==> config.mk <==
export PLATFORM = sky130hd
export DESIGN_NAME = rpp_datapath
export DESIGN_NICKNAME = d
export VERILOG_FILES = /design/src/common/rpp_pkg.sv /design/src/design/rpp_fifo.sv /design/src/design/rpp_datapath.sv
export VERILOG_INCLUDE_DIRS = /design/src /design/src/common
export SDC_FILE = /design/constraint.sdc
export NUM_CORES = 2
export LEC_CHECK = 0
export BUFFER_PORTS_ARGS = -buffer_cell sky130_fd_sc_hd__clkbuf_2
export CAP_MARGIN = 25
export CORE_MARGIN = 2
export CORE_UTILIZATION = 50
export DETAILED_ROUTE_END_ITERATION = 6
export PLACE_DENSITY = 0.65
export SLEW_MARGIN = 30
export SYNTH_ARGS = -nofsm -noshare
export SYNTH_HDL_FRONTEND = slang
export SYNTH_SLANG_ARGS = --single-unit
==> constraint.sdc <==
create_clock -name clk -period 15.3 [get_ports clk]
set_input_delay 2.295 -clock clk [delete_from_list [all_inputs] [get_ports clk]]
set_output_delay 2.295 -clock clk [all_outputs]
set_load 0.1 [all_outputs]
==> src/common/rpp_params.svh <==
// Constants of the real-power-to-pulse datapath.
`ifndef RPP_PARAMS_SVH
`define RPP_PARAMS_SVH
`define RPP_CLK_HZ          50000000
`define RPP_DATA_W          16
`define RPP_PROD_W          40
`define RPP_LPF_SHIFT       19
`define RPP_HPF_SHIFT       10
`define RPP_PHC_SHIFT       11
`define RPP_EPULSE_W_CYC    16'h0400
`define RPP_CF_W_CYC        16'h0010
`define RPP_CF_RATIO_LOG2   7
`define RPP_RATE_BASE_LOG2  21
`define RPP_THR_EXTRA_LOG2  20
`define RPP_ENERGY_W        48
`define RPP_FIFO_DEPTH      16
`endif

==> src/common/rpp_pkg.sv <==
// Types of the real-power-to-pulse datapath.
package rpp_pkg;
    typedef logic signed [15:0] rpp_sample_t;
    typedef enum logic [1:0] {
        RPP_GAIN_1  = 2'b00,
        RPP_GAIN_2  = 2'b01,
        RPP_GAIN_8  = 2'b10,
        RPP_GAIN_16 = 2'b11
    } rpp_gain_e;
    typedef enum logic [0:0] {
        RPP_SEL_PRIMARY   = 1'b0,
        RPP_SEL_SECONDARY = 1'b1
    } rpp_sel_e;
endpackage

==> src/design/rpp_fifo.sv <==
// Sample FIFO held in flip-flops, with valid and ready on both sides.
`timescale 1ns/1ps
module rpp_fifo #(
    parameter int WIDTH = 32,
    parameter int DEPTH = 16
) (
    // Clock and reset
    input  wire logic             clk,
    input  wire logic             rst_n,
    // Fill side
    input  wire logic             in_valid,
    output logic                  in_ready,
    input  wire logic [WIDTH-1:0] in_data,
    // Drain side
    output logic                  out_valid,
    input  wire logic             out_ready,
    output logic [WIDTH-1:0]      out_data
);
    localparam int AW = $clog2(DEPTH);
    logic [WIDTH-1:0] mem [DEPTH];
    logic [AW-1:0]    wr_ptr;
    logic [AW-1:0]    rd_ptr;
    logic [AW:0]      count;
    logic             push;
    logic             pop;
    logic [AW:0]      next_count;

    assign out_valid = (count != '0);
    assign out_data  = mem[rd_ptr];
    assign push      = in_valid && in_ready;
    assign pop       = out_valid && out_ready;

    always_ff @(posedge clk or negedge rst_n) begin
        if (!rst_n) begin
            wr_ptr <= '0;
        end else if (push) begin
            wr_ptr <= (wr_ptr == AW'(DEPTH-1)) ? '0 : wr_ptr + 1'b1;
        end
    end

    always_ff @(posedge clk) begin
        if (push) begin
            mem[wr_ptr] <= in_data;
        end
    end

    always_ff @(posedge clk or negedge rst_n) begin
        if (!rst_n) begin
            rd_ptr <= '0;
        end else if (pop) begin
            rd_ptr <= (rd_ptr == AW'(DEPTH-1)) ? '0 : rd_ptr + 1'b1;
        end
    end

    always_comb begin
        next_count = count;
        if (push && !pop) begin
            next_count = count + 1'b1;
        end else if (pop && !push) begin
            next_count = count - 1'b1;
        end
    end

    // Ready is registered from the next fill level so that the port comes from a flop.
    // It stays low while the datapath is held in reset.
    always_ff @(posedge clk or negedge rst_n) begin
        if (!rst_n) begin
            count    <= '0;
            in_ready <= 1'b0;
        end else begin
            count    <= next_count;
            in_ready <= (next_count != (AW+1)'(DEPTH));
        end
    end

    fifo_bound_a: assert property (@(posedge clk) disable iff (!rst_n)
        count <= (AW+1)'(DEPTH))
        else $error("fifo count above depth");
endmodule

==> src/design/rpp_datapath.sv <==
// Real-power-to-pulse datapath: gain, channel select, filters, multiplier, pulse outputs.
`timescale 1ns/1ps
`include "rpp_params.svh"
module rpp_datapath #(
    parameter int FIFO_DEPTH = `RPP_FIFO_DEPTH,
    parameter int RATE_LOG2  = `RPP_RATE_BASE_LOG2
) (
    // Clock and reset
    input  wire logic                clk,
    input  wire logic                nrst,
    input  wire logic                supply_ok,
    // Converter samples
    input  wire logic                sample_valid,
    output logic                     sample_ready,
    input  wire rpp_pkg::rpp_sample_t primary_current_input,
    input  wire rpp_pkg::rpp_sample_t secondary_current_input,
    input  wire rpp_pkg::rpp_sample_t voltage_input,
    // Configuration pins
    input  wire logic                gain_select_lo,
    input  wire logic                gain_select_hi,
    input  wire logic                highpass_enable_pin,
    input  wire logic                rate_select_lo,
    input  wire logic                rate_select_hi,
    input  wire logic                use_secondary,
    // Pulse outputs and active-input flag
    output logic                     energy_pulse_a,
    output logic                     energy_pulse_b,
    output logic                     calibration_pulse_out,
    output logic                     active_is_secondary
);
    import rpp_pkg::*;

    // ------------------------------------------------------------
    // Reset and pin synchronisers
    // ------------------------------------------------------------
    logic [1:0] rst_sync;
    logic       rst_n;
    logic [2:0] sup_sync;
    logic       sup_ok;
    logic       run_n;

    always_ff @(posedge clk or negedge nrst) begin
        if (!nrst) begin
            rst_sync <= 2'h0;
        end else begin
            rst_sync <= {rst_sync[0], 1'b1};
        end
    end
    assign rst_n = rst_sync[1];

    always_ff @(posedge clk or negedge rst_n) begin
        if (!rst_n) begin
            sup_sync <= 3'h0;
        end else begin
            sup_sync <= {sup_sync[1:0], supply_ok};
        end
    end

    // supply filter: supply status changes only when stages agree.
    always_ff @(posedge clk or negedge rst_n) begin
        if (!rst_n) begin
            sup_ok <= 1'b0;
        end else if (sup_sync[2] == sup_sync[1]) begin
            sup_ok <= sup_sync[2];
        end
    end
    assign run_n = rst_n && sup_ok;

    // Configuration pins are static straps, synchronised the same way.
    logic [5:0] cfg_s1;
    logic [5:0] cfg_s2;
    logic [5:0] cfg_s3;
    logic [5:0] cfg;
    always_ff @(posedge clk or negedge rst_n) begin
        if (!rst_n) begin
            cfg_s1 <= 6'h00;
            cfg_s2 <= 6'h00;
            cfg_s3 <= 6'h00;
        end else begin
            cfg_s1 <= {use_secondary, rate_select_hi, rate_select_lo,
                       highpass_enable_pin, gain_select_hi, gain_select_lo};
            cfg_s2 <= cfg_s1;
            cfg_s3 <= cfg_s2;
        end
    end
    always_ff @(posedge clk or negedge rst_n) begin
        if (!rst_n) begin
            cfg <= 6'h00;
        end else begin
            for (int i = 0; i < 6; i++) begin
                if (cfg_s3[i] == cfg_s2[i]) begin
                    cfg[i] <= cfg_s3[i];
                end
            end
        end
    end

    // ------------------------------------------------------------
    // Sample FIFO and channel select
    // ------------------------------------------------------------
    logic        f_valid;
    logic [47:0] f_data;
    rpp_fifo #(.WIDTH(48), .DEPTH(FIFO_DEPTH)) u_fifo (
        .clk       (clk),
        .rst_n     (run_n),
        .in_valid  (sample_valid),
        .in_ready  (sample_ready),
        .in_data   ({primary_current_input, secondary_current_input, voltage_input}),
        .out_valid (f_valid),
        .out_ready (1'b1),
        .out_data  (f_data)
    );

    rpp_sel_e    sel;
    rpp_sample_t cur;
    logic signed [20:0] cur_g;

    // primary after reset. single active input.
    always_ff @(posedge clk or negedge run_n) begin
        if (!run_n) begin
            sel <= RPP_SEL_PRIMARY;
        end else if (f_valid) begin
            sel <= cfg[5] ? RPP_SEL_SECONDARY : RPP_SEL_PRIMARY;
        end
    end
    assign cur = (sel == RPP_SEL_SECONDARY) ? f_data[31:16] : f_data[47:32];

    always_comb begin
        case (rpp_gain_e'(cfg[1:0]))
            RPP_GAIN_1:  cur_g = 21'(cur);
            RPP_GAIN_2:  cur_g = 21'(cur) <<< 1;
            RPP_GAIN_8:  cur_g = 21'(cur) <<< 3;
            default:     cur_g = 21'(cur) <<< 4;
        endcase
    end

    // ------------------------------------------------------------
    // High-pass filter and phase compensation
    // ------------------------------------------------------------
    logic signed [36:0] hp_acc;
    logic signed [20:0] hp_out;
    logic signed [20:0] ph_out;
    logic signed [36:0] ph_acc;
    logic signed [20:0] v_d;

    // dc tracker subtracted from the current.
    always_ff @(posedge clk or negedge run_n) begin
        if (!run_n) begin
            hp_acc <= '0;
        end else if (f_valid && cfg[2]) begin
            hp_acc <= hp_acc + 37'(hp_out);
        end
    end
    assign hp_out = cur_g - 21'(hp_acc >>> `RPP_HPF_SHIFT);

    // voltage gets a matching lead so the channels stay aligned.
    // The compensation is a first-order lead network on voltage; its error grows
    // slowly with frequency, small across the dc to 1 kHz band.
    always_ff @(posedge clk or negedge run_n) begin
        if (!run_n) begin
            ph_acc <= '0;
        end else if (f_valid && cfg[2]) begin
            ph_acc <= ph_acc + 37'(ph_out);
        end
    end
    assign v_d    = 21'($signed(f_data[15:0]));
    assign ph_out = cfg[2] ? v_d - 21'(ph_acc >>> `RPP_PHC_SHIFT) : v_d;

    // ------------------------------------------------------------
    // Multiplier and low-pass filter
    // ------------------------------------------------------------
    logic signed [41:0] prod;
    logic signed [63:0] lp_acc;
    logic signed [41:0] power;
    logic               p_valid;

    always_ff @(posedge clk or negedge run_n) begin
        if (!run_n) begin
            prod    <= '0;
            p_valid <= 1'b0;
        end else begin
            prod    <= (cfg[2] ? hp_out : cur_g) * ph_out;
            p_valid <= f_valid;
        end
    end

    // first-order low-pass; shift sets the corner near 8.9 Hz at sample rate.
    always_ff @(posedge clk or negedge run_n) begin
        if (!run_n) begin
            lp_acc <= '0;
        end else if (p_valid) begin
            lp_acc <= lp_acc + 64'(prod) - 64'(power);
        end
    end
    assign power = 42'(lp_acc >>> `RPP_LPF_SHIFT);

    // ------------------------------------------------------------
    // Digital-to-frequency conversion
    // ------------------------------------------------------------
    logic signed [63:0] acc_e;
    logic signed [63:0] acc_c;
    logic [63:0]        thr_e;
    logic [63:0]        thr_c;
    logic [15:0]        wid_e;
    logic [15:0]        wid_c;
    logic               phase_b;
    logic [5:0]         shift_e;

    // rate select shortens the long threshold by one bit per code step.
    assign shift_e = 6'(RATE_LOG2) + 6'(`RPP_THR_EXTRA_LOG2) - 6'({cfg[4], cfg[3]});
    // long period. calibration 128 times shorter.
    assign thr_e = 64'h1 << shift_e;
    assign thr_c = thr_e >> `RPP_CF_RATIO_LOG2;

    logic               fire_e;
    logic               fire_c;
    logic signed [63:0] sum_e;
    logic signed [63:0] sum_c;

    // A threshold is taken off only when a pulse can start. While a pulse still runs
    // the energy waits in the accumulator, so a burst is paid out later, not lost.
    assign sum_e  = acc_e + 64'(power);
    assign sum_c  = acc_c + 64'(power);
    assign fire_e = p_valid && (wid_e == 16'h0000) && ($signed(thr_e) <= sum_e);
    assign fire_c = p_valid && (wid_c == 16'h0000) && ($signed(thr_c) <= sum_c);

    always_ff @(posedge clk or negedge run_n) begin
        if (!run_n) begin
            acc_e <= '0;
        end else if (fire_e) begin
            acc_e <= sum_e - $signed(thr_e);
        end else if (p_valid) begin
            acc_e <= (sum_e < 0) ? '0 : sum_e;
        end
    end

    always_ff @(posedge clk or negedge run_n) begin
        if (!run_n) begin
            acc_c <= '0;
        end else if (fire_c) begin
            acc_c <= sum_c - $signed(thr_c);
        end else if (p_valid) begin
            acc_c <= (sum_c < 0) ? '0 : sum_c;
        end
    end

    // fixed pulse width counters; active-low energy outputs alternate.
    always_ff @(posedge clk or negedge run_n) begin
        if (!run_n) begin
            wid_e   <= 16'h0000;
            phase_b <= 1'b0;
        end else if (fire_e) begin
            wid_e   <= `RPP_EPULSE_W_CYC;
            phase_b <= ~phase_b;
        end else if (wid_e != 16'h0000) begin
            wid_e <= wid_e - 16'h0001;
        end
    end

    always_ff @(posedge clk or negedge run_n) begin
        if (!run_n) begin
            wid_c <= 16'h0000;
        end else if (fire_c) begin
            wid_c <= `RPP_CF_W_CYC;
        end else if (wid_c != 16'h0000) begin
            wid_c <= wid_c - 16'h0001;
        end
    end

    // outputs idle while held in reset.
    always_ff @(posedge clk or negedge run_n) begin
        if (!run_n) begin
            energy_pulse_a        <= 1'b1;
            energy_pulse_b        <= 1'b1;
            calibration_pulse_out <= 1'b1;
            active_is_secondary   <= 1'b0;
        end else begin
            energy_pulse_a        <= !(wid_e != 16'h0000 && phase_b);
            energy_pulse_b        <= !(wid_e != 16'h0000 && !phase_b);
            calibration_pulse_out <= !(wid_c != 16'h0000);
            active_is_secondary   <= (sel == RPP_SEL_SECONDARY);
        end
    end

    // ------------------------------------------------------------
    // Checks
    // ------------------------------------------------------------
    quiet_reset_a: assert property (@(posedge clk) !run_n |=> energy_pulse_a)
        else $error("energy pulse during reset");
    pulse_width_a: assert property (@(posedge clk) disable iff (!run_n)
        $fell(energy_pulse_a) |-> ##1 !energy_pulse_a [*8])
        else $error("energy pulse too short");
    lows_excl_a: assert property (@(posedge clk) disable iff (!run_n)
        !(!energy_pulse_a && !energy_pulse_b))
        else $error("both energy outputs low");
    sel_follow_a: assert property (@(posedge clk) disable iff (!run_n)
        f_valid && !cfg[5] |=> sel == RPP_SEL_PRIMARY)
        else $error("wrong current input");
    hp_bypass_a: assert property (@(posedge clk) disable iff (!run_n)
        !cfg[2] |-> ph_out == v_d)
        else $error("phase stage active with filter off");
    hp_frozen_a: assert property (@(posedge clk) disable iff (!run_n)
        !cfg[2] |=> $stable(hp_acc) && $stable(ph_acc))
        else $error("filter state moved while bypassed");
    cf_ratio_a: assert property (@(posedge clk) disable iff (!run_n)
        thr_e == (thr_c << 7))
        else $error("calibration ratio wrong");
    rate_shift_a: assert property (@(posedge clk) disable iff (!run_n)
        cfg[4:3] == 2'h3 |-> shift_e == 6'(RATE_LOG2) + 6'd17)
        else $error("rate select wrong");
    start_primary_a: assert property (@(posedge clk) $rose(run_n) |-> sel == RPP_SEL_PRIMARY)
        else $error("secondary active after reset");
    cf_pulse_c: cover property (@(posedge clk) disable iff (!run_n) $fell(calibration_pulse_out));
    ea_pulse_c: cover property (@(posedge clk) disable iff (!run_n) $fell(energy_pulse_a));
    eb_pulse_c: cover property (@(posedge clk) disable iff (!run_n) $fell(energy_pulse_b));
endmodule

==> flow_metrics.tcl <==
set metrics [dict create \
    hold_class "flip-flop to async pin" \
    netlist.top_cell.by_area "edfxtp_1" \
    detail_route.iter0.violations 4125 \
    max-cap-violations 0 \
    ys.warnings.count 0 \
    grt_pass1_wl_mm 312 \
    final.setup_skew_ns 0.122 \
    cts-resized-gates 0 \
    port_buffers 62 \
    rows 145 \
    yosys-top-cells-area "edfxtp_1 29%, fa_1 13%, dfrtp_1 12%" \
    ys_types 117 \
    ys_ff_latch 1145 \
    setup_violations 0 \
    period_share_pct 88.0 \
    path_clk_slew_ns 0.06 \
    gp_congestion 0.935 \
    hpwl_mm 138 \
    placedCellCount 8912 \
    routed_wl_mm 198 \
    grt_max_degree 102 \
    cts_buffer_depth 3 \
    die-area_um2 161000 \
    crit_arrival_ns 14.11 \
    tns_ns 0 \
    n_fill_cell 13200 \
    overflow 0 \
    fmax_mhz 74.3 \
    final_common_cell "inv_1" \
    max_stage_delay_ns 0.86 \
    cp.required_ns 15.95 \
    die_h_um 402 \
    instances_no_fill 9146 \
    final_nets 7995 \
    avgSynthCellArea_um2 11.4 \
    grt_pass1_vias 53800 \
    crit_path_frequent_cell "fa_1" \
    vias_per_cell 5.77 \
    slew_violations 0 \
    status "finished, final reports clean" \
    rsz0062_at_grt "false" \
    crit_slowest_cell "dfrtp_4" \
    synth_area_um2 79000 \
    post-cts-setup-buffers 0 \
    grtUsageTotal_pct 24.8 \
    cts_hold_buf 0 \
    root_buffer "clkbuf_16" \
    drt_pass1_iterations 6 \
    start_util_pct 50.5 \
    layout_common_cells "904 x inv_1, 768 x edfxtp_1, 563 x nand2_1" \
    drive_above_1_share_pct 10.2 \
    synth_edf_count 768 \
    path_class "flip-flop to flip-flop" \
    cp-start-kind "flip-flop" \
    seq_area_frac_synth_pct 41.1 \
    routed-via-count 52800 \
    clkSinkCount 1145 \
    drc 0 \
    async_reset_ff_share_pct 32.9 \
    r2r_slack_ns 1.84 \
    cts_tree "built" \
    antenna_found_initial 7 \
    area_growth_pct 8.68 \
    finalHoldViolCount 0 \
    worst_slew_pin_slew_ns 1.01 \
    synthCells 6954 \
    die_x_um 402 \
    period_needed_ns 13.46 \
    relSlewSlack_pct 32.7 \
    synth_top_area_share_pct 29.2 \
    ys.flop_type "edfxtp_1" \
    pin_count 63 \
    core_area_um2 157000 \
    numCtsBuffers 120 \
    wl_per_cell_um 21.6 \
    crit_fanout 71 \
    end_kind "flip-flop" \
    htree_num_levels 3 \
    worstSkewPairLatency_ns 0.81 \
    antenna_left 0 \
]
## final timing paths
check / start / end / cells after the start
worst max-delay path: u_fifo.rd_ptr[0] / prod[39] / 44
min in group clk: cfg_s1[4] / cfg_s2[4] / 0
worst min register to register: rst_sync[1] / sup_sync[0] / 1
max in group asynchronous: rst_sync[1] / acc_c[20] / 6
worst max register to register: u_fifo.rd_ptr[0] / prod[39] / 44
worst min-delay path: rst_sync[1] / sup_sync[0] / 1
## worst max-delay path, delay by kind of cell, from the launching register on
family / cells / cell delay (ns)
compound gates: 14 / 3.36
xor+xnor: 2 / 0.41
buf+inv: 7 / 1.26
simple gates: 7 / 1.55
fa+ha+maj: 9 / 4.02
flops: 1 / 0.86
mux: 5 / 1.76
## registers in the layout, indices dropped and copies added (netlist names), 2 cells and up
| name | count |
|---|---|
| cfg_s3 | 6 |
| cfg_s2 | 6 |
| acc_e | 64 |
| cfg_s1 | 6 |
| u_fifo.rd_ptr | 4 |
| hp_acc | 31 |
| wid_e | 16 |
| lp_acc | 61 |
| ph_acc | 32 |
| wid_c | 16 |
| u_fifo.count | 5 |
| rst_sync | 2 |
| u_fifo.wr_ptr | 4 |
| cfg | 6 |
| u_fifo.mem | 768 |
| acc_c | 64 |
| sup_sync | 3 |
| prod | 42 |
## synth_stat cells (61+ instances only)
master / count
a21o_1: 202
a21oi_1: 317
and2_1: 81
clkbuf_1: 198
dfrtp_1: 374
edfxtp_1: 768
fa_1: 510
ha_1: 449
inv_1: 905
mux4_2: 240
nand2_1: 565
nand2b_1: 88
nand3_1: 113
nor2_1: 392
nor2b_1: 61
nor3_1: 98
o21ai_0: 307
xnor2_1: 221
xor2_1: 145
## area by class of cell
| class | count | area (um2) | share of cell area (%) |
|---|---|---|---|
| multi-input combinational | 4648 | 42200 | 49.2 |
| sequential | 1145 | 32500 | 37.9 |
| inverter | 913 | 3430 | 3.99 |
| clock buffer | 148 | 3200 | 3.72 |
| tap | 2058 | 2570 | 3.00 |
| timing repair buffer | 150 | 1050 | 1.23 |
| clock inverter | 81 | 872 | 1.02 |
| antenna | 3 | 7.51 | 0.00874 |
## layer usage
metal / global-route usage (%) / wire (um) / vias up
met4: 8.65 / 7220 / 10
met3: 3.57 / 12200 / 370
li1: - / - / 24400
met1: 33.9 / 84700 / 26400
met2: 40.5 / 93700 / 1586
met5: 0 / 71 / -
## per-stage QoR
stage                     hold WS (ns)  utilization [%]  area, um2  worst slack [ns]
after global routing             0.359             54.9      85900             0.982
after CTS                        0.349             54.8      85800              1.89
after global placement           0.332             52.2      81700              2.05
after detailed placement         0.335             52.2      81700              1.95
after floorplan                  0.331                -      79100              2.96
final                            0.339             54.9      85900              1.84
## logic make-up (layout without fill, tap and decap cells)
kind of cell             Yosys count  count (layout)  synth area share [%]
buffers and inverters           1185            1292                  5.70
XOR/XNOR                         366             366                  4.06
other                              1              28               0.00475
flip-flops                      1145            1145                  41.1
adder cells (fa/ha/maj)          970             970                  20.2
AND/OR/NAND/NOR                 1641            1641                  9.84
AO/OA/AOI/OAI                   1316            1316                  11.1
multiplexers                     330             330                  8.03
Power is not shown: default switching activity piles up to over one toggle a cycle in this logic, so the estimate is an artifact.
